File: src/acb_pkg.sv
package acb_pkg;

  // ----------------------------------------------------------------
  // Host commands
  // ----------------------------------------------------------------
  localparam logic [7:0] ACB_CMD_FLAG_READ = 8'hf8;
  localparam logic [7:0] ACB_CMD_RESULT_READ = 8'h80;

  // ----------------------------------------------------------------
  // Quantities and formats
  // ----------------------------------------------------------------
  localparam int ACB_NUM_QTY = 7;
  localparam int ACB_DATA_W = 12;
  localparam int ACB_WORD_W = 16;
  localparam int ACB_FLAG_W = 12;
  localparam logic [3:0] ACB_TAG_FLAGS = 4'hf;
  localparam logic [11:0] ACB_THR_HIGH_RESET = 12'hfff;
  localparam logic [11:0] ACB_THR_LOW_RESET = 12'h000;
  localparam int ACB_HYST_MIN_LSB = 8;
  // Quantity kinds; flag bit = channel*6 + kind*2 (+1 for high)
  localparam int ACB_KIND_TEMP = 0;
  localparam int ACB_KIND_SENSE = 1;
  localparam int ACB_KIND_GATE = 2;
  localparam int ACB_QTY_INT_TEMP = 6;
  localparam int ACB_FLAGS_PER_CH = 6;

  // ----------------------------------------------------------------
  // Hardware alarm configuration word
  // ----------------------------------------------------------------
  localparam logic [15:0] ACB_CFG_RESET = 16'h0000;
  localparam int ACB_CFG_ACTIVE_LOW = 0;
  localparam int ACB_CFG_COMPARATOR = 1;
  localparam int ACB_CFG_CLAMP_LSB = 2;
  localparam int ACB_CFG_OPEN_DRAIN = 6;
  localparam int ACB_CFG_HYST_LSB = 7;
  localparam logic [1:0] ACB_CLAMP_RES = 2'h0;
  localparam logic [1:0] ACB_CLAMP_OFF = 2'h1;
  localparam logic [1:0] ACB_CLAMP_AUTO = 2'h2;
  localparam logic [1:0] ACB_CLAMP_LATCH = 2'h3;

  typedef enum logic {ACB_SER_IDLE, ACB_SER_SHIFT} acb_ser_state_type;

endpackage : acb_pkg

File: src/acb_compare.sv
`timescale 1ns/1ps
`default_nettype none
module acb_compare
  import acb_pkg::*;
(
  // Clock and reset
  input wire logic clk,
  input wire logic rst_n,
  // Sample and thresholds
  input wire logic sample,
  input wire logic [11:0] value,
  input wire logic [11:0] high,
  input wire logic [11:0] low,
  input wire logic is_signed,
  // Mode
  input wire logic window_sel,
  input wire logic [1:0] hyst_sel,
  // Result
  output logic hi_state,
  output logic lo_state,
  output logic hi_event,
  output logic lo_event
);

  logic signed [13:0] v;
  logic signed [13:0] h;
  logic signed [13:0] l;
  logic signed [13:0] hy;

  // Temperature is two's complement, the rest straight binary
  assign v = is_signed ? {{2{value[11]}}, value} : {2'h0, value};
  assign h = is_signed ? {{2{high[11]}}, high} : {2'h0, high};
  assign l = is_signed ? {{2{low[11]}}, low} : {2'h0, low};
  assign hy = 14'(ACB_HYST_MIN_LSB << hyst_sel);

  assign hi_event = sample && (v > h);
  assign lo_event = sample && window_sel && (v < l);

  always_ff @(posedge clk or negedge rst_n)
  begin
    if (!rst_n)
    begin
      hi_state <= 1'b0;
      lo_state <= 1'b0;
    end
    else if (sample && window_sel)
    begin
      // Band with hysteresis on both edges
      if (v > h)
        hi_state <= 1'b1;
      else if (v < h - hy)
        hi_state <= 1'b0;
      if (v < l)
        lo_state <= 1'b1;
      else if (v > l + hy)
        lo_state <= 1'b0;
    end
    else if (sample)
    begin
      // Set above high, held until below low
      if (v > h)
        hi_state <= 1'b1;
      else if (v < l)
        hi_state <= 1'b0;
      lo_state <= 1'b0;
    end
  end
endmodule : acb_compare
`default_nettype wire

File: src/acb_serial_out.sv
`timescale 1ns/1ps
`default_nettype none
module acb_serial_out
  import acb_pkg::*;
(
  // Clock and reset
  input wire logic clk,
  input wire logic rst_n,
  // Load side
  input wire logic load,
  input wire logic [15:0] word,
  // Link side, already synchronised
  input wire logic i2c_mode,
  input wire logic ser_clk,
  output logic data_out,
  output logic active
);

  acb_ser_state_type state;
  logic ser_clk_prev;
  logic [15:0] shreg;
  logic [3:0] remaining;
  logic shift_edge;

  // Falling edge for SPI, rising edge for I2C
  assign shift_edge = i2c_mode ? (ser_clk && !ser_clk_prev) : (!ser_clk && ser_clk_prev);
  assign active = (state == ACB_SER_SHIFT);

  always_ff @(posedge clk or negedge rst_n)
  begin
    if (!rst_n)
      ser_clk_prev <= 1'b0;
    else
      ser_clk_prev <= ser_clk;
  end

  always_ff @(posedge clk or negedge rst_n)
  begin
    if (!rst_n)
    begin
      state <= ACB_SER_IDLE;
      shreg <= 16'h0000;
      remaining <= 4'h0;
      data_out <= 1'b1;
    end
    else if (load)
    begin
      // Two bytes, MSB first
      state <= ACB_SER_SHIFT;
      data_out <= word[15];
      shreg <= {word[14:0], 1'b1};
      remaining <= 4'hf;
    end
    else
    begin
      case (state)
        ACB_SER_SHIFT:
          if (shift_edge)
          begin
            data_out <= shreg[15];
            shreg <= {shreg[14:0], 1'b1};
            remaining <= remaining - 4'h1;
            if (remaining == 4'h0)
              state <= ACB_SER_IDLE;
          end
        default:
          state <= ACB_SER_IDLE;
      endcase
    end
  end
endmodule : acb_serial_out
`default_nettype wire

File: src/acb_supervisor.sv
// Overview of operation
// - Results leave as two bytes, MSB first
// - SPI shifts on falling, I2C on rising
// - Binary, temperature two's complement 0.125 C
// - Busy for conversion, init, calc, calibration
// - Continuous conversion never raises busy
// - Reads allowed while busy, give older result
// - Every conversion compared with both thresholds
// - Window mode alarms outside the band
// - Window hysteresis selectable 8 to 64 LSB
// - Hysteresis mode: above high, until below low
// - Interrupt mode holds until flag read
// - Comparator mode follows internal alarm state
// - Thresholds reset high ones, low zeros
// - Alarm pin polarity and drive configurable
// - Clamp code two bits per channel
// - Code 00 clamps through series resistor
// - Code 01 never clamps, alarms still work
// - Code 10 clamps while alarm present
// - Gate alarm under code 10 latches clamp
// - Code 11 latches until code 11 or 01 is written
// - Flag read command F8h clears all flags
`timescale 1ns/1ps
`default_nettype none
module acb_supervisor
  import acb_pkg::*;
#(
  parameter int NUM_QTY = ACB_NUM_QTY
)
(
  // Clock and reset
  input wire logic CLK,
  input wire logic RST_N,
  // Host command, already decoded from the serial link
  input wire logic CMD_VALID,
  input wire logic [7:0] CMD_BYTE,
  // Configuration writes
  input wire logic CFG_WR,
  input wire logic [15:0] CFG_DATA,
  input wire logic THR_WR,
  input wire logic [2:0] THR_QTY,
  input wire logic THR_IS_HIGH,
  input wire logic [11:0] THR_DATA,
  input wire logic [1:0] TEMP_WINDOW_SELECT,
  input wire logic [1:0] SENSE_WINDOW_SELECT,
  input wire logic [1:0] GATE_WINDOW_SELECT,
  // Conversion results
  input wire logic CONV_VALID,
  input wire logic [2:0] CONV_QTY,
  input wire logic [11:0] CONV_DATA,
  // Busy causes
  input wire logic CONTINUOUS_CONVERSION_BIT,
  input wire logic CONV_ACTIVE,
  input wire logic CORE_INIT,
  input wire logic GATE_CODE_CALCULATION,
  input wire logic CORE_OTHER,
  input wire logic SELF_CAL,
  // Serial link pins
  input wire logic SER_CLK,
  input wire logic I2C_SELECT,
  output logic SER_DATA,
  output logic SER_DATA_OE,
  // Status and alarm pins
  output logic BUSY,
  output logic ALARM_OUT,
  output logic ALARM_OE,
  // Gate clamp controls, one bit per channel
  output logic [1:0] CLAMP_VOLTAGE_INPUT,
  output logic [1:0] CLAMP_SERIES_RES
);

  // ----------------------------------------------------------------
  // Reset release and pin synchronisers
  // ----------------------------------------------------------------
  logic rst_meta;
  logic rst_n_s;
  logic ser_clk_meta;
  logic ser_clk_s;
  logic i2c_meta;
  logic i2c_s;

  always_ff @(posedge CLK or negedge RST_N)
  begin
    if (!RST_N)
    begin
      rst_meta <= 1'b0;
      rst_n_s <= 1'b0;
    end
    else
    begin
      rst_meta <= 1'b1;
      rst_n_s <= rst_meta;
    end
  end

  always_ff @(posedge CLK or negedge rst_n_s)
  begin
    if (!rst_n_s)
    begin
      ser_clk_meta <= 1'b0;
      ser_clk_s <= 1'b0;
      i2c_meta <= 1'b0;
      i2c_s <= 1'b0;
    end
    else
    begin
      ser_clk_meta <= SER_CLK;
      ser_clk_s <= ser_clk_meta;
      i2c_meta <= I2C_SELECT;
      i2c_s <= i2c_meta;
    end
  end

  // ----------------------------------------------------------------
  // Configuration
  // ----------------------------------------------------------------
  logic [15:0] cfg;
  logic comparator_mode;
  logic active_low;
  logic open_drain;
  logic [1:0] hyst_sel;

  // Power-up default: active high, interrupt mode, clamp code 00
  always_ff @(posedge CLK or negedge rst_n_s)
  begin
    if (!rst_n_s)
      cfg <= ACB_CFG_RESET;
    else if (CFG_WR)
      cfg <= CFG_DATA;
  end

  assign comparator_mode = cfg[ACB_CFG_COMPARATOR];
  assign active_low = cfg[ACB_CFG_ACTIVE_LOW];
  assign open_drain = cfg[ACB_CFG_OPEN_DRAIN];
  assign hyst_sel = cfg[ACB_CFG_HYST_LSB +: 2];

  // ----------------------------------------------------------------
  // Thresholds and comparators, one per quantity
  // ----------------------------------------------------------------
  logic [11:0] thr_high [NUM_QTY];
  logic [11:0] thr_low [NUM_QTY];
  logic [NUM_QTY-1:0] hi_state;
  logic [NUM_QTY-1:0] lo_state;
  logic [NUM_QTY-1:0] hi_event;
  logic [NUM_QTY-1:0] lo_event;

  genvar q;
  generate
    for (q = 0; q < NUM_QTY; q++)
    begin : g_qty
      localparam int KIND = (q == ACB_QTY_INT_TEMP) ? ACB_KIND_TEMP : q % 3;
      localparam int CH = (q < 3) ? 0 : 1;
      logic win;

      assign win = (KIND == ACB_KIND_TEMP) ? TEMP_WINDOW_SELECT[CH] :
                   (KIND == ACB_KIND_SENSE) ? SENSE_WINDOW_SELECT[CH] :
                   GATE_WINDOW_SELECT[CH];

      always_ff @(posedge CLK or negedge rst_n_s)
      begin
        if (!rst_n_s)
        begin
          thr_high[q] <= ACB_THR_HIGH_RESET;
          thr_low[q] <= ACB_THR_LOW_RESET;
        end
        else if (THR_WR && THR_QTY == 3'(q))
        begin
          if (THR_IS_HIGH)
            thr_high[q] <= THR_DATA;
          else
            thr_low[q] <= THR_DATA;
        end
      end

      acb_compare u_cmp (
        .clk(CLK),
        .rst_n(rst_n_s),
        .sample(CONV_VALID && CONV_QTY == 3'(q)),
        .value(CONV_DATA),
        .high(thr_high[q]),
        .low(thr_low[q]),
        .is_signed(KIND == ACB_KIND_TEMP),
        .window_sel(win),
        .hyst_sel(hyst_sel),
        .hi_state(hi_state[q]),
        .lo_state(lo_state[q]),
        .hi_event(hi_event[q]),
        .lo_event(lo_event[q])
      );
    end
  endgenerate

  // ----------------------------------------------------------------
  // Alarm flags
  // ----------------------------------------------------------------
  logic [11:0] flags;
  logic [11:0] flag_set;
  logic flag_read;
  logic result_read;

  assign flag_read = CMD_VALID && CMD_BYTE == ACB_CMD_FLAG_READ;
  assign result_read = CMD_VALID && CMD_BYTE == ACB_CMD_RESULT_READ;

  // Internal temperature shares channel 2 temperature flags
  always_comb
  begin
    flag_set = 12'h000;
    for (int i = 0; i < NUM_QTY; i++)
    begin
      int base;
      base = ((i < 3) ? 0 : ACB_FLAGS_PER_CH)
             + 2 * ((i == ACB_QTY_INT_TEMP) ? ACB_KIND_TEMP : i % 3);
      flag_set[base] = flag_set[base] | lo_event[i];
      flag_set[base + 1] = flag_set[base + 1] | hi_event[i];
    end
  end

  // A new breach on the read cycle survives the clear
  always_ff @(posedge CLK or negedge rst_n_s)
  begin
    if (!rst_n_s)
      flags <= 12'h000;
    else if (flag_read)
      flags <= flag_set;
    else
      flags <= flags | flag_set;
  end

  // ----------------------------------------------------------------
  // Alarm output
  // ----------------------------------------------------------------
  logic any_alarm;
  logic alarm_pend;
  logic alarm_act;
  logic alarm_level;

  assign any_alarm = |{hi_state, lo_state};

  always_ff @(posedge CLK or negedge rst_n_s)
  begin
    if (!rst_n_s)
      alarm_pend <= 1'b0;
    else if (|flag_set)
      alarm_pend <= 1'b1;
    else if (flag_read)
      alarm_pend <= 1'b0;
  end

  assign alarm_act = comparator_mode ? any_alarm : alarm_pend;
  assign alarm_level = alarm_act ^ active_low;

  // Open drain only pulls low; the high level comes from the pull-up
  always_ff @(posedge CLK or negedge rst_n_s)
  begin
    if (!rst_n_s)
    begin
      ALARM_OUT <= 1'b0;
      ALARM_OE <= 1'b1;
    end
    else
    begin
      ALARM_OUT <= alarm_level;
      ALARM_OE <= !open_drain || !alarm_level;
    end
  end

  // ----------------------------------------------------------------
  // Gate clamping per channel
  // ----------------------------------------------------------------
  logic [1:0] clamp_latch;

  genvar c;
  generate
    for (c = 0; c < 2; c++)
    begin : g_clamp
      localparam int BASE = c * 3;
      logic [1:0] code;
      logic [1:0] new_code;
      logic ch_alarm;
      logic gate_alarm;

      assign code = cfg[ACB_CFG_CLAMP_LSB + 2 * c +: 2];
      assign new_code = CFG_DATA[ACB_CFG_CLAMP_LSB + 2 * c +: 2];
      assign gate_alarm = hi_state[BASE + ACB_KIND_GATE] || lo_state[BASE + ACB_KIND_GATE];
      if (c == 0)
      begin : g_ch1
        assign ch_alarm = |{hi_state[2:0], lo_state[2:0]};
      end
      else
      begin : g_ch2
        assign ch_alarm = |{hi_state[NUM_QTY-1:3], lo_state[NUM_QTY-1:3]};
      end

      always_ff @(posedge CLK or negedge rst_n_s)
      begin
        if (!rst_n_s)
          clamp_latch[c] <= 1'b0;
        else if ((code == ACB_CLAMP_LATCH && ch_alarm)
                 || (code == ACB_CLAMP_AUTO && gate_alarm))
          clamp_latch[c] <= 1'b1;
        else if (CFG_WR && (new_code == ACB_CLAMP_LATCH || new_code == ACB_CLAMP_OFF))
          clamp_latch[c] <= 1'b0;
      end

      always_ff @(posedge CLK or negedge rst_n_s)
      begin
        if (!rst_n_s)
        begin
          CLAMP_VOLTAGE_INPUT[c] <= 1'b0;
          CLAMP_SERIES_RES[c] <= 1'b1;
        end
        else
        begin
          case (code)
            ACB_CLAMP_AUTO: CLAMP_VOLTAGE_INPUT[c] <= ch_alarm || clamp_latch[c];
            ACB_CLAMP_LATCH: CLAMP_VOLTAGE_INPUT[c] <= clamp_latch[c];
            default: CLAMP_VOLTAGE_INPUT[c] <= 1'b0;
          endcase
          CLAMP_SERIES_RES[c] <= (code == ACB_CLAMP_RES);
        end
      end
    end
  endgenerate

  // ----------------------------------------------------------------
  // Busy and result buffer
  // ----------------------------------------------------------------
  logic [15:0] last_result;
  logic [15:0] load_word;
  logic ser_active;

  always_ff @(posedge CLK or negedge rst_n_s)
  begin
    if (!rst_n_s)
      BUSY <= 1'b0;
    else
      BUSY <= (CONV_ACTIVE && !CONTINUOUS_CONVERSION_BIT)
              || CORE_INIT || GATE_CODE_CALCULATION || CORE_OTHER || SELF_CAL;
  end

  // Updated only at completion, so a read mid-conversion sees the older word
  always_ff @(posedge CLK or negedge rst_n_s)
  begin
    if (!rst_n_s)
      last_result <= {ACB_TAG_FLAGS, 12'h000};
    else if (CONV_VALID)
      last_result <= {1'b0, CONV_QTY, CONV_DATA};
  end

  assign load_word = flag_read ? {4'h0, flags} : last_result;

  acb_serial_out u_ser (
    .clk(CLK),
    .rst_n(rst_n_s),
    .load(flag_read || result_read),
    .word(load_word),
    .i2c_mode(i2c_s),
    .ser_clk(ser_clk_s),
    .data_out(SER_DATA),
    .active(ser_active)
  );

  // I2C drives SDA low only; SPI drives DOUT while shifting
  assign SER_DATA_OE = ser_active && (!i2c_s || !SER_DATA);
endmodule : acb_supervisor
`default_nettype wire

File: config.mk
export PLATFORM = sky130hd
export DESIGN_NAME = acb_supervisor
export DESIGN_NICKNAME = d
export VERILOG_FILES = /design/src/acb_pkg.sv /design/src/acb_compare.sv /design/src/acb_serial_out.sv /design/src/acb_supervisor.sv
export SDC_FILE = /design/constraint.sdc
export NUM_CORES = 1
export LEC_CHECK = 0
export ABC_AREA = 1
export BUFFER_PORTS_ARGS = -buffer_cell sky130_fd_sc_hd__buf_2
export CAP_MARGIN = 40
export CORE_MARGIN = 2
export CORE_UTILIZATION = 50
export CTS_CLUSTER_DIAMETER = 60
export DETAILED_ROUTE_END_ITERATION = 16
export PLACE_DENSITY = 0.7
export SKIP_LAST_GASP = 1
export SYNTH_ARGS = -nofsm -noshare
export SYNTH_HDL_FRONTEND = slang
export SYNTH_SLANG_ARGS = --single-unit
File: constraint.sdc
create_clock -name CLK -period 7.8 [get_ports CLK]
set_input_delay 1.56 -clock CLK [delete_from_list [all_inputs] [get_ports CLK]]
set_output_delay 1.56 -clock CLK [all_outputs]
set_load 0.005 [all_outputs]
## Yosys cells after proc, flatten, opt, wreduce, memory -nomap -nowiden

Index checks and enable logic that the tools add are counted.

| storage, ports and cells | value |
|---|---|
| register bits | 258 |
| output and inout port bits | 9 |
| word-level logic and storage cells | 358 |

| operators by class | value |
|---|---|
| $add $sub $neg | 15 |
| magnitude comparators | 28 |
| equal/unequal tests | 36 |
| shift-type cells | 1 |
| muxes and demuxes | 95 |
| bitwise operators | 5 |
| reduce and logical (&&, ||, !) cells | 126 |

Operators with widths:

| operator | number |
|---|---|
| $mux 1 | 85 |
| $gt 12x12->1 | 7 |
| $lt 12x12->1 | 7 |
| $mux 16 | 4 |
| $add 13x14->14 | 4 |
| $gt 13x14->1 | 4 |
| $lt 13x14->1 | 4 |
| $sub 13x14->14 | 4 |
| $logic_and 1x1->1 | 47 |
| $reduce_and 2->1 | 22 |
| $add 12x14->14 | 3 |
| $gt 12x14->1 | 3 |
| $lt 12x14->1 | 3 |
| $ne 3x3->1 const B | 14 |
| $sub 12x14->14 | 3 |
| $reduce_bool 2->1 | 12 |
| $reduce_and 3->1 | 7 |
| $reduce_bool 3->1 | 7 |
| $eq 3x3->1 const B | 6 |
| $eq 8x8->1 const B | 2 |
| $logic_or 1x1->1 | 15 |
| $reduce_or 14->1 | 1 |
| $shl 4x2->14 const A | 1 |
| $eq 2x2->1 const B | 6 |
| 18 further kinds | 35 |

## Longest topological paths before layout

Gate-level depths: netlist of the first run.

| logic depth | value |
|---|---|
| depth after elaboration | 7 |
| mapped depth | 28 |
| depth with buffers taken out | 28 |

## Modules after synthesis

From an unflattened synthesis of the first run, not the netlist that was laid out.

| second synthesis, totals | value |
|---|---|
| cells, all modules | 3,202 |
| area, all modules | 23,176.0 sq um |

By module, submodules not included:

| module | instances | cells each | area each (sq um) | seq. area each (sq um) |
|---|---|---|---|---|
| acb_supervisor | 1 | 847 | 8,518.2 | 5,644.2 |
| acb_compare (g_qty[1].u_cmp ...) | 4 | 314 | 1,921.8 | 50.0 |
| acb_compare (g_qty[0].u_cmp ...) | 2 | 301 | 1,890.6 | 50.0 |
| acb_compare (g_qty[2].u_cmp) | 1 | 325 | 1,948.1 | 50.0 |
| acb_serial_out | 1 | 172 | 1,241.2 | 576.8 |

## Worst setup path after synthesis of the first run

OpenSTA, ideal clock, no wires.

| timing path | value |
|---|---|
| kind | register to register |
| from | register cfg[7] |
| to | register g_qty[3].u_cmp.lo_state |
| setup time | 119 ps |
| arrival time | 3,227 ps |
| slack | 4,454 ps |
| stages on the path, launching flop included | 24 |
| path through | dfrtp_1 nor2_8 buf_2 ha_1 ha_1 or2_1 a21oi_1 o21ai_2 nand2_1 nor2_2 nand3_1 xor2_1 ha_1 nand2_1 nor4_1 nand2_1 nand2_1 nand2_1 o21ai_0 nand2_1 nand3_1 nand2_1 nand2_1 nand2_1 |

| on the way | value |
|---|---|
| cells in the longest elaborated chain, start to end | 5 |

RTL lines:

| what | RTL line | RTL |
|---|---|---|
| start, declared | acb_supervisor.sv:117 | `logic [15:0] cfg;` |
| start signal, assigned | acb_supervisor.sv:127 | `cfg <= ACB_CFG_RESET;` |
| start signal, assigned | acb_supervisor.sv:129 | `cfg <= CFG_DATA;` |
| $shl 4x2->14 | acb_compare.sv:34 | `assign hy = 14'(ACB_HYST_MIN_LSB << hyst_sel);` |
| $add 12x14->14 | acb_compare.sv:55 | `else if (v > l + hy)` |
| $gt 12x14->1 | acb_compare.sv:55 |  |
| $ne 3x3->1 (no line) | n/a |  |
| $reduce_and 2->1 (no line) | n/a |  |
| end signal, assigned | acb_compare.sv:54 | `lo_state <= 1'b1;` |
| end signal, assigned | acb_compare.sv:56 | `lo_state <= 1'b0;` |
| end signal, assigned | acb_compare.sv:65 | `lo_state <= 1'b0;` |
| end, declared | acb_compare.sv:20 | `output logic lo_state,` |

Every way passes these cells.
A chain may end at the register's enable or synchronous reset.

## Worst setup path after layout of the first run

| timing path | value |
|---|---|
| from | register cfg[8] |
| to | register g_qty[3].u_cmp.hi_state |

| on the way | value |
|---|---|
| cells in the longest elaborated chain, start to end | 5 |

RTL lines:

| what | RTL line | RTL |
|---|---|---|
| $shl 4x2->14 | acb_compare.sv:34 |  |
| $sub 12x14->14 | acb_compare.sv:51 | `else if (v < h - hy)` |
| $lt 12x14->1 | acb_compare.sv:51 |  |
| $ne 3x3->1 (no line) | n/a |  |
| $reduce_and 3->1 (no line) | n/a |  |
| end signal, assigned | acb_compare.sv:50 | `hi_state <= 1'b1;` |
| end signal, assigned | acb_compare.sv:52 | `hi_state <= 1'b0;` |
| end signal, assigned | acb_compare.sv:62 | `hi_state <= 1'b1;` |
| end, declared | acb_compare.sv:19 | `output logic hi_state,` |

Every way passes these cells.

==> impl_metrics.env, run 1 <==
export IMPL_status="finished, final reports clean"
export IMPL_final_area_sq_um=23000
export IMPL_utilization=0.566
export IMPL_clock_path_buffers=3
export IMPL_synthToLayoutAreaGrowth_pct=11.6
export IMPL_synth_area_per_cell_sq_um=7.78
export IMPL_synthesis_nets=3081
export IMPL_post_cts_resized=0
export IMPL_cap_violations=0
export IMPL_finalHoldViolCount=0
export IMPL_finClkSkew_ns=0.0178
export IMPL_routed_wl_mm=58.3
export IMPL_synth_edf_count=0
export IMPL_io_buffers=76
export IMPL_worstHoldPathCells=0
export IMPL_vias=18205
export IMPL_reg2regPathDepth=24
export IMPL_grt_pass1_vias=17845
export IMPL_cts_sinks=258
export IMPL_timing_rr_start="cfg[8]"
export IMPL_path_clk_slew_ns=0.06
export IMPL_whs_endpoint="rst_n_s"
export IMPL_post_drt_wl_per_cell_um=17.7
export IMPL_critPathKind="register to register"
export IMPL_synth_most_common_cell="nand2_1"
export IMPL_wl_met3_mm=3.84
export IMPL_ys_seq_elements=258
export IMPL_syn_area_sq_um=20600
export IMPL_yosysUniqueCellTypes=55
export IMPL_rr_endpoint="g_qty[3].u_cmp.hi_state"
export IMPL_fmax_mhz=231
export IMPL_synth_common_cells="nand2_1 (645), inv_1 (359), ha_1 (353)"
export IMPL_drc=0
export IMPL_crit_path_end_kind="register"
export IMPL_cts_root_buf="clkbuf_16"
export IMPL_dp_hpwl_mm=40.3
export IMPL_overflow=0
export IMPL_die_area_sq_um=42900
export IMPL_initial_core_util=0.507
export IMPL_min_path_type="register to register"
export IMPL_synth_async_reset_ratio=1.00
export IMPL_postSynthCellCount=2653
export IMPL_gp_congestion=0.874
export IMPL_synth_ff_type="dfrtp_1"
export IMPL_ir_drop_v=0.000130
export IMPL_die_y_um=207
export IMPL_crit_arrival_ns=4.76
export IMPL_ant_nets=0
export IMPL_ys_warn_count=0
export IMPL_post_cts_buffers=0
export IMPL_r2r_slack_ns=3.47
export IMPL_num_io_pins=84
export IMPL_placed_cell_area_sq_um=21800
export IMPL_worst_pin_slew_ns=0.941
export IMPL_drtPass1Iterations=5
export IMPL_viasPerCell=5.53
export IMPL_critical_path_required_ns=8.23
export IMPL_cts_buffers=35
export IMPL_die_w_um=207
export IMPL_period_minus_slack_ns=4.33
export IMPL_synth_largest_area_cell="ha_1"
export IMPL_p_seq_frac=0.322
export IMPL_grt_util_all_layers=0.274
export IMPL_power_switching_uw=2220
export IMPL_grt_pass1_wl_mm=92.9
export IMPL_comb_power_share=0.389
export IMPL_min_period_over_period=0.555
export IMPL_rows=74
export IMPL_ys_seq_area_frac=0.318
export IMPL_highest_layer="met5"
export IMPL_swShare=0.375
export IMPL_setup_viol=0
export IMPL_post_route_cells_drive_above_1_share=0.108
export IMPL_num_antenna_cells=0
export IMPL_layout_nets=3164
export IMPL_whs_ns=0.349
export IMPL_clock_latency_ns=0.55
export IMPL_synth_top_area_share=0.214
export IMPL_coreArea_sq_um=40700
export IMPL_route_met2_wl_mm=26.3
export IMPL_fill_cells=3744
export IMPL_hp_start="rst_meta"
export IMPL_h_tree_depth=2
export IMPL_netlist_top_cells_area="ha_1 (21%), dfrtp_1 (20%), nand2_1 (12%)"
export IMPL_critPathLaunchType="register"
export IMPL_rsz0062_at_grt="no"
export IMPL_first_iter_violations=1177
export IMPL_relSlewSlack=0.372
export IMPL_cp_max_fo=7
export IMPL_grt_max_degree=135
export IMPL_p_int_uw=3710
export IMPL_clkPwrFrac=0.289
export IMPL_slew_violations=0
export IMPL_antenna_found_initial=2
export IMPL_fin_setup_tns_ns=0
export IMPL_wl_met1_mm=25.5
export IMPL_ctsHoldBuffers=0
export IMPL_p_leak_uw=0.0115
export IMPL_pwr_density_cell_nw_per_um2=257
export IMPL_cts_tree="done"
worst max-delay path by stage:
stage | start | to | slack (ns) | cells after the start
finish | cfg[8] | g_qty[3].u_cmp.hi_state | 3.47 | 24
detailed placement | cfg[8] | g_qty[3].u_cmp.hi_state | 3.47 | 24
floorplan | rst_n_s | ALARM_OUT | 0.24 | 0
global placement | cfg[8] | g_qty[3].u_cmp.hi_state | 3.56 | 24
global route | cfg[8] | g_qty[3].u_cmp.lo_state | 3.07 | 26
CTS | cfg[8] | g_qty[3].u_cmp.hi_state | 3.44 | 24
power groups by stage:
stage / sequential (uW) / clock (uW) / combinational [uW]
4_1_cts: 1910 / 1750 / 2300
3_5_place_dp: 1920 / 0 / 2280
2_1_floorplan: 1880 / 0 / 1720
5_1_grt: 1950 / 1800 / 2680
6_report: 1910 / 1710 / 2310
3_3_place_gp: 1910 / 0 / 2140
cells in the final DEF, fill, tap and decap left out, types with 14 or more instances in the layout:
cell / n
o21a_1: 14
nor3_1: 28
inv_1: 359
buf_2: 76
xor2_1: 74
o21bai_1: 14
dfrtp_1: 165
nand3_1: 82
xnor2_1: 26
clkbuf_16: 37
dfstp_2: 92
nand4_1: 44
o21ai_0: 281
ha_1: 353
nor2_1: 117
o211ai_1: 20
a21oi_1: 175
nand2_1: 645
registers in the layout, indices dropped and copies added (netlist names), 2 cells and up:
register	flops
CLAMP_SERIES_RES	2
thr_low	84
thr_high	84
clamp_latch	2
last_result	16
CLAMP_VOLTAGE_INPUT	2
flags	12
cfg	9
g_qty.u_cmp.hi_state	7
u_ser.remaining	4
g_qty.u_cmp.lo_state	7
u_ser.shreg	16
critical path, cell delays in order, from the launching register on:
cell	delay, ns
dfrtp_1	0.46
inv_1	0.13
nor2_1	0.40
buf_4	0.27
inv_1	0.38
ha_1	0.47
nand2_1	0.08
nand2_1	0.09
a21o_1	0.21
nor2_4	0.12
nand2_2	0.09
nor2_4	0.13
nand2_1	0.08
xor2_1	0.15
ha_1	0.30
a21oi_1	0.15
o21ai_0	0.09
a21oi_1	0.16
nand2_1	0.07
nand2_1	0.05
nand2_1	0.08
nand2_1	0.07
nand3_1	0.06
nand2_1	0.08
nand2_1	0.05
layer usage:
layer,global-route usage,vias up
met3,0.0470,146
met2,0.449,511
met1,0.358,8567
met5,0,-
met4,0.114,2
li1,-,8979
kinds of logic (layout without fill, tap and decap cells):
family / after synthesis / after routing / share of synthesized area
DFF: 258 / 258 / 0.318
xor gates and xnor gates: 101 / 101 / 0.0438
muxes: 2 / 2 / 0.00109
adders and majority gates: 353 / 353 / 0.214
buffers and inverters: 414 / 522 / 0.0760
other: 1 / 1 / 0.000182
and+or+nand+nor: 977 / 977 / 0.201
AOI/OAI and AO/OA: 547 / 547 / 0.145
metrics by stage:
| stage | power (uW) | std cells | setup slack, ns |
|---|---|---|---|
| after detailed placement | 4200 | 3231 | 3.47 |
| after global placement | 4050 | 3221 | 3.56 |
| final | 5930 | 3293 | 3.47 |
| after floorplan | 3600 | 2653 | 0.238 |
| after CTS | 5950 | 3293 | 3.44 |
| after global routing | 6430 | 3293 | 3.07 |
layout make-up:
class	instances	area, sq um	area share
clock inverter	15	216	0.00940
tap	532	666	0.0289
sequential	258	6580	0.285
multi-input combinational	1981	12500	0.542
timing repair buffer	99	718	0.0312
clock buffer	47	1010	0.0440
inverter	361	1360	0.0588
(Power assumes the default switching activity.)
==> run 2, diff against run 1 <==
--- a/config.mk
+++ b/config.mk
@@ -5,7 +5,7 @@
 export SDC_FILE = /design/constraint.sdc
 export NUM_CORES = 1
 export LEC_CHECK = 0
-export ABC_AREA = 1
+export ABC_AREA = 0
 export BUFFER_PORTS_ARGS = -buffer_cell sky130_fd_sc_hd__buf_2
 export CAP_MARGIN = 40
 export CORE_MARGIN = 2
==> constraint.sdc (replaced) <==
create_clock -name CLK -period 3.75 [get_ports CLK]
set_input_delay 0.75 -clock CLK [delete_from_list [all_inputs] [get_ports CLK]]
set_output_delay 0.75 -clock CLK [all_outputs]
set_load 0.005 [all_outputs]
==> run 2 against run 1 <==
Net effect: fmax rose by 18%; core utilization rose by 2.3 points; critical path depth fell by 7; combinational power rose by 120%.
==> impl_metrics.env, run 2 <==
export IMPL_synth_common_cells="ha_1 (353), inv_1 (199), nand2_1 (188)"
export IMPL_period_minus_slack_ns=3.68
export IMPL_overflow=0
export IMPL_die_area_sq_um=41700
export IMPL_cts_sinks=258
export IMPL_clkPwrFrac=0.288
export IMPL_finClkSkew_ns=0.0150
export IMPL_p_seq_frac=0.320
export IMPL_drc=0
export IMPL_syn_area_sq_um=20100
export IMPL_comb_power_share=0.392
export IMPL_p_leak_uw=0.0107
export IMPL_rows=73
export IMPL_layout_commonest_cell="ha_1"
export IMPL_min_period_over_period=0.982
export IMPL_yosysUniqueCellTypes=74
export IMPL_grt_util_all_layers=0.289
export IMPL_netlist_top_cells_area="ha_1 (22%), dfrtp_1 (21%), dfstp_2 (12%)"
export IMPL_crit_path_end_kind="register"
export IMPL_rsz0062_at_grt="yes"
export IMPL_relSlewSlack=0.311
export IMPL_layout_nets=2748
export IMPL_num_antenna_cells=0
export IMPL_crit_path_top_delay_cell="dfrtp_2"
export IMPL_io_buffers=76
export IMPL_post_drt_wl_per_cell_um=20.9
export IMPL_first_iter_violations=925
export IMPL_ys_seq_area_frac=0.327
export IMPL_synth_async_reset_ratio=1.00
export IMPL_num_io_pins=84
export IMPL_worst_pin_slew_ns=1.02
export IMPL_ir_drop_v=0.000367
export IMPL_critPathLaunchType="register"
export IMPL_coreArea_sq_um=39600
export IMPL_synth_ff_type="dfrtp_1"
export IMPL_postSynthCellCount=2161
export IMPL_hp_start="SER_CLK"
export IMPL_finalHoldViolCount=0
export IMPL_critPathKind="register to register"
export IMPL_cap_violations=0
export IMPL_p_int_uw=8420
export IMPL_pwr_density_cell_nw_per_um2=564
export IMPL_die_w_um=204
export IMPL_path_clk_slew_ns=0.06
export IMPL_drtPass1Iterations=5
export IMPL_whs_endpoint="ser_clk_meta"
export IMPL_clock_latency_ns=0.56
export IMPL_synth_area_per_cell_sq_um=9.29
export IMPL_cp_max_fo=8
export IMPL_ys_warn_count=0
export IMPL_power_switching_uw=4720
export IMPL_utilization=0.588
export IMPL_synthToLayoutAreaGrowth_pct=16.2
export IMPL_worstPathCellList="or2_4, clkinv_4, buf_4, nand2_4, a21oi_2, nor2b_1, o21a_1, or3_4, nor4_4, xnor2_1, ha_1, a21o_1, a211o_1, a22oi_2, nand4_1, a31oi_1, o21ai_1"
export IMPL_ys_seq_elements=258
export IMPL_timing_rr_start="cfg[7]"
export IMPL_gp_congestion=0.912
export IMPL_cts_buffers=37
export IMPL_status="finished, final reports clean"
export IMPL_setup_viol=0
export IMPL_die_y_um=204
export IMPL_critical_path_required_ns=4.15
export IMPL_synthesis_nets=2589
export IMPL_top_regs="thr_high: 84 flops, thr_low: 84 flops"
export IMPL_clock_path_buffers=3
export IMPL_vias=16979
export IMPL_slew_violations=0
export IMPL_final_cell_mix="ha_1 (349), inv_1 (197), nand2_1 (187)"
export IMPL_worstHoldPathCells=1
export IMPL_ant_nets=0
export IMPL_initial_core_util=0.506
export IMPL_reg2regPathDepth=17
export IMPL_synth_largest_area_cell="ha_1"
export IMPL_viasPerCell=5.91
export IMPL_cts_tree="done"
export IMPL_grt_pass1_vias=17024
export IMPL_routed_wl_mm=60.2
export IMPL_r2r_slack_ns=0.07
export IMPL_synth_most_common_cell="ha_1"
export IMPL_rr_endpoint="g_qty[0].u_cmp.hi_state"
export IMPL_fmax_mhz=272
export IMPL_swShare=0.359
export IMPL_antenna_found_initial=0
export IMPL_post_route_cells_drive_above_1_share=0.212
export IMPL_grt_max_degree=96
export IMPL_h_tree_depth=2
export IMPL_crit_arrival_ns=4.08
export IMPL_cts_root_buf="clkbuf_16"
export IMPL_grt_pass1_wl_mm=92.6
export IMPL_dp_hpwl_mm=43.0
export IMPL_slowest_delay_ns=0.44
export IMPL_whs_ns=0.313
export IMPL_synth_edf_count=0
export IMPL_synth_top_area_share=0.220
export IMPL_min_path_type="input port to register"
==> run 2: cell types whose count changed in the layout (fill, tap and decap cells not counted), moves of 56 or more <==
cell	before	now
a21oi_1	175	104
buf_4	12	85
inv_1	359	197
mux2_2	2	101
nand2_1	645	187
o21ai_0	281	180
xor2_1	74	18
==> run 2: kinds of logic (layout without fill, tap and decap cells) <==
group / after synthesis / count (layout) / synth area share
xor+xnor: 98 / 98 / 0.0428
simple gates: 583 / 583 / 0.146
flops: 258 / 258 / 0.327
compound gates: 504 / 504 / 0.155
buf+inv: 256 / 444 / 0.0489
fa+ha+maj: 356 / 356 / 0.222
mux: 105 / 105 / 0.0587
other cells: 1 / 1 / 0.000187
==> run 2: power by group through the flow <==
stage / Sequential (uW) / Clock, uW / Combinational, uW
3_5_place_dp: 4230 / 0 / 4920
4_1_cts: 4190 / 3840 / 4990
2_1_floorplan: 4070 / 0 / 3640
5_1_grt: 4300 / 3950 / 5840
6_report: 4210 / 3780 / 5150
3_3_place_gp: 4190 / 0 / 4680
==> run 2: metrics by stage <==
stage	worst slack [ns]	area [sq um]	cells	total power (uW)	setup TNS [ns]
6_report	0.0693	23300	2874	13100	0
5_1_grt	-0.0810	23300	2874	14100	-0.280
4_1_cts	-0.0548	23000	2862	13000	-0.0548
3_5_place_dp	-0.113	21700	2791	9150	-0.378
3_3_place_gp	-0.00336	21700	2791	8860	-0.00336
2_1_floorplan	-0.0388	20100	2161	7710	-0.0388
==> run 2: cell type report <==
cell class	count	area (sq um)
fillers	3423	16300
multi-input cells	1647	12700
flip-flops and latches	258	6580
repair buffers	176	1290
clock buffers	49	1050
inverters	200	767
well taps	525	657
clock inverters	19	264
==> run 2: worst max-delay path, delay by kind of cell (launching register included) <==
| family | cells | cell delay (ns) |
|---|---|---|
| compound gates | 7 | 1.25 |
| buf+inv | 2 | 0.27 |
| flops | 1 | 0.44 |
| simple gates | 6 | 1.11 |
| xor+xnor | 1 | 0.13 |
| fa+ha+maj | 1 | 0.32 |
==> run 2: metal layers <==
layer / vias to the layer above / part of all wire / track usage
met3: 143 / 0.072 / 0.0512
met1: 8278 / 0.43 / 0.380
met5: - / 0 / 0
li1: 8048 / - / -
met4: 0 / 0.042 / 0.121
met2: 510 / 0.45 / 0.469
==> run 2: how the worst max path moves through the flow <==
stage | start | slack, ns | cells after the start | to
floorplan | cfg[7] | -0.04 | 20 | g_qty[0].u_cmp.hi_state
global placement | cfg[7] | -0.003 | 15 | g_qty[1].u_cmp.lo_state
detailed placement | cfg[7] | -0.11 | 15 | g_qty[1].u_cmp.lo_state
CTS | cfg[7] | -0.05 | 16 | g_qty[0].u_cmp.hi_state
global route | cfg[8] | -0.08 | 19 | g_qty[2].u_cmp.hi_state
finish | cfg[7] | 0.07 | 17 | g_qty[0].u_cmp.hi_state
==> run 2: what timing repair did <==
action                                  in CTS  in global routing
hold buffers                                 1                  0
gates resized for setup                      5                 41
pin swaps                                    0                 12
endpoints found under the setup margin      10                 13
buffers inserted                             2                 12
endpoints found under the hold margin        2                  0
==> run 3, diff against run 2 <==
--- a/config.mk
+++ b/config.mk
@@ -8,11 +8,12 @@
 export ABC_AREA = 0
 export BUFFER_PORTS_ARGS = -buffer_cell sky130_fd_sc_hd__buf_2
 export CAP_MARGIN = 40
-export CORE_MARGIN = 2
-export CORE_UTILIZATION = 50
+export CORE_MARGIN = 8
+export CORE_UTILIZATION = 45
+export CTS_BUF_LIST = sky130_fd_sc_hd__clkbuf_16
 export CTS_CLUSTER_DIAMETER = 60
 export DETAILED_ROUTE_END_ITERATION = 16
-export PLACE_DENSITY = 0.7
+export PLACE_DENSITY = 0.65
 export SKIP_LAST_GASP = 1
 export SYNTH_ARGS = -nofsm -noshare
 export SYNTH_HDL_FRONTEND = slang
==> run 3 against run 2 <==
Net effect: worst hold slack worse by 0.0049 ns; cell area is 0.40% lower; non-clock buffer count increased by 7; clock skew rose by 0.0076 ns; critical path depth is the same; die area grew 24%; largest cell class unchanged; sequential share of layout area up 0.11 points; cell count up 2.5%.
==> impl_metrics.env, run 3 (synthesized netlist as in run 2, its figures left out) <==
export IMPL_rsz0062_at_grt="yes"
export IMPL_dp_slack_ns=-0.0764
export IMPL_grt_pass1_vias=16915
export IMPL_cap_violations=0
export IMPL_slew_violations=0
export IMPL_path_clk_slew_ns=0.06
export IMPL_period_minus_slack_ns=3.66
export IMPL_die_y_um=227
export IMPL_min_path_type="input port to register"
export IMPL_num_antenna_cells=0
export IMPL_vias=16710
export IMPL_first_iter_violations=1161
export IMPL_drtPass1Iterations=5
export IMPL_synthToLayoutAreaGrowth_pct=15.7
export IMPL_hp_start="I2C_SELECT"
export IMPL_io_buffers=76
export IMPL_grt_pass1_wl_mm=92.4
export IMPL_p_leak_uw=0.0106
export IMPL_fin_ws_ns=0.0946
export IMPL_utilization=0.526
export IMPL_cts_buffers=36
export IMPL_fill_cells=4048
export IMPL_cts_tree="done"
export IMPL_h_tree_depth=2
export IMPL_layout_commonest_cell="ha_1"
export IMPL_cp_max_fo=6
export IMPL_routed_wl_mm=59.4
export IMPL_overflow=0
export IMPL_cts_root_buf="clkbuf_16"
export IMPL_viasPerCell=5.67
export IMPL_relSlewSlack=0.433
export IMPL_worst_pin_slew_ns=0.847
export IMPL_top_regs="thr_high: 84 flops, thr_low: 84 flops"
export IMPL_post_drt_wl_per_cell_um=20.2
export IMPL_pwr_density_cell_nw_per_um2=545
export IMPL_layout_nets=2754
export IMPL_final_cell_mix="ha_1 (348), inv_1 (198), nand2_1 (187)"
export IMPL_crit_arrival_ns=4.10
export IMPL_register_area_sq_um=6580
export IMPL_die_area_sq_um=51600
export IMPL_finClkSkew_ns=0.0227
export IMPL_final_area_sq_um=23200
export IMPL_status="finished, final reports clean"
export IMPL_initial_core_util=0.455
export IMPL_grt_util_all_layers=0.230
export IMPL_fmax_mhz=274
export IMPL_crit_path_end_kind="register"
export IMPL_antenna_found_initial=2
export IMPL_finalPower_uw=12600
export IMPL_dp_hpwl_mm=43.6
export IMPL_coreArea_sq_um=44100
export IMPL_gp_congestion=0.900
export IMPL_ant_nets=0
export IMPL_drc=0
export IMPL_worstSetupStartpoint="cfg[7]"
export IMPL_critical_path_required_ns=4.20
export IMPL_multi_input_area_sq_um=12700
export IMPL_placed_cell_area_sq_um=21800
export IMPL_grt_max_degree=64
export IMPL_critPathKind="register to register"
export IMPL_critPathLaunchType="register"
export IMPL_clock_latency_ns=0.56
export IMPL_whs_ns=0.308
export IMPL_num_io_pins=84
export IMPL_timing_rr_start="cfg[7]"
export IMPL_cts_sinks=258
export IMPL_ir_drop_v=0.000418
export IMPL_die_w_um=227
export IMPL_post_route_cells_drive_above_1_share=0.218
export IMPL_setup_viol=0
export IMPL_min_period_over_period=0.975
export IMPL_finalHoldViolCount=0
export IMPL_clock_path_buffers=3
export IMPL_rows=77
-- run 3: timing repair --
item,CTS,global route
setup buffers,0,13
hold endpoints to repair,2,0
setup endpoints to repair,6,13
pin swaps,0,22
gates resized for setup,2,58
hold buffers,1,0
-- run 3: area by class of cell --
cell class | count | area share
multi-input combinational | 1647 | 0.548
sequential | 258 | 0.283
timing repair buffer | 183 | 0.0546
clock buffer | 37 | 0.0399
inverter | 200 | 0.0330
tap | 592 | 0.0319
clock inverter | 28 | 0.00938
-- run 3: worst paths after layout --
kind,to,slack [ns],cells after the start
max in group asynchronous,thr_high[60],2.33,1
worst max-delay path,g_qty[1].u_cmp.hi_state,0.09,17
min in group asynchronous,thr_low[32],0.42,0
worst min-delay path,i2c_meta,0.31,1
worst min register to register,rst_n_s,0.35,0
worst max register to register,g_qty[1].u_cmp.hi_state,0.09,17
-- run 3: through the flow --
step / cells / setup TNS (ns)
2_1_floorplan: 2161 / -0.0388
3_3_place_gp: 2865 / 0
3_5_place_dp: 2866 / -0.115
4_1_cts: 2932 / -0.0365
5_1_grt: 2945 / -0.302
6_report: 2945 / 0
-- run 3: critical path: stages (launching register included) --
cell      delay (ns)
dfrtp_1         0.41
nor2b_4         0.28
inv_8           0.04
buf_4           0.20
ha_1            0.33
o31a_1          0.13
o21a_1          0.21
nor2_4          0.15
nor2b_2         0.08
nor4_2          0.26
buf_4           0.16
and3_4          0.20
xnor2_1         0.12
ha_1            0.26
nand2_1         0.07
nand4b_1        0.09
a211o_1         0.32
a31o_2          0.25
-- run 3: power by group --
part           switching [uW]  leakage (uW)  internal (uW)
clock                    1370      0.000554           1940
sequential                556       0.00294           3640
combinational            2750       0.00716           2380
-- run 3: layer usage --
| layer | vias to the layer above | GRT usage | share of wire |
|---|---|---|---|
| li1 | 8075 | - | - |
| met1 | 8104 | 0.310 | 0.45 |
| met2 | 423 | 0.372 | 0.45 |
| met3 | 108 | 0.0401 | 0.066 |
| met4 | 0 | 0.0755 | 0.029 |
| met5 | - | 0 | 0 |
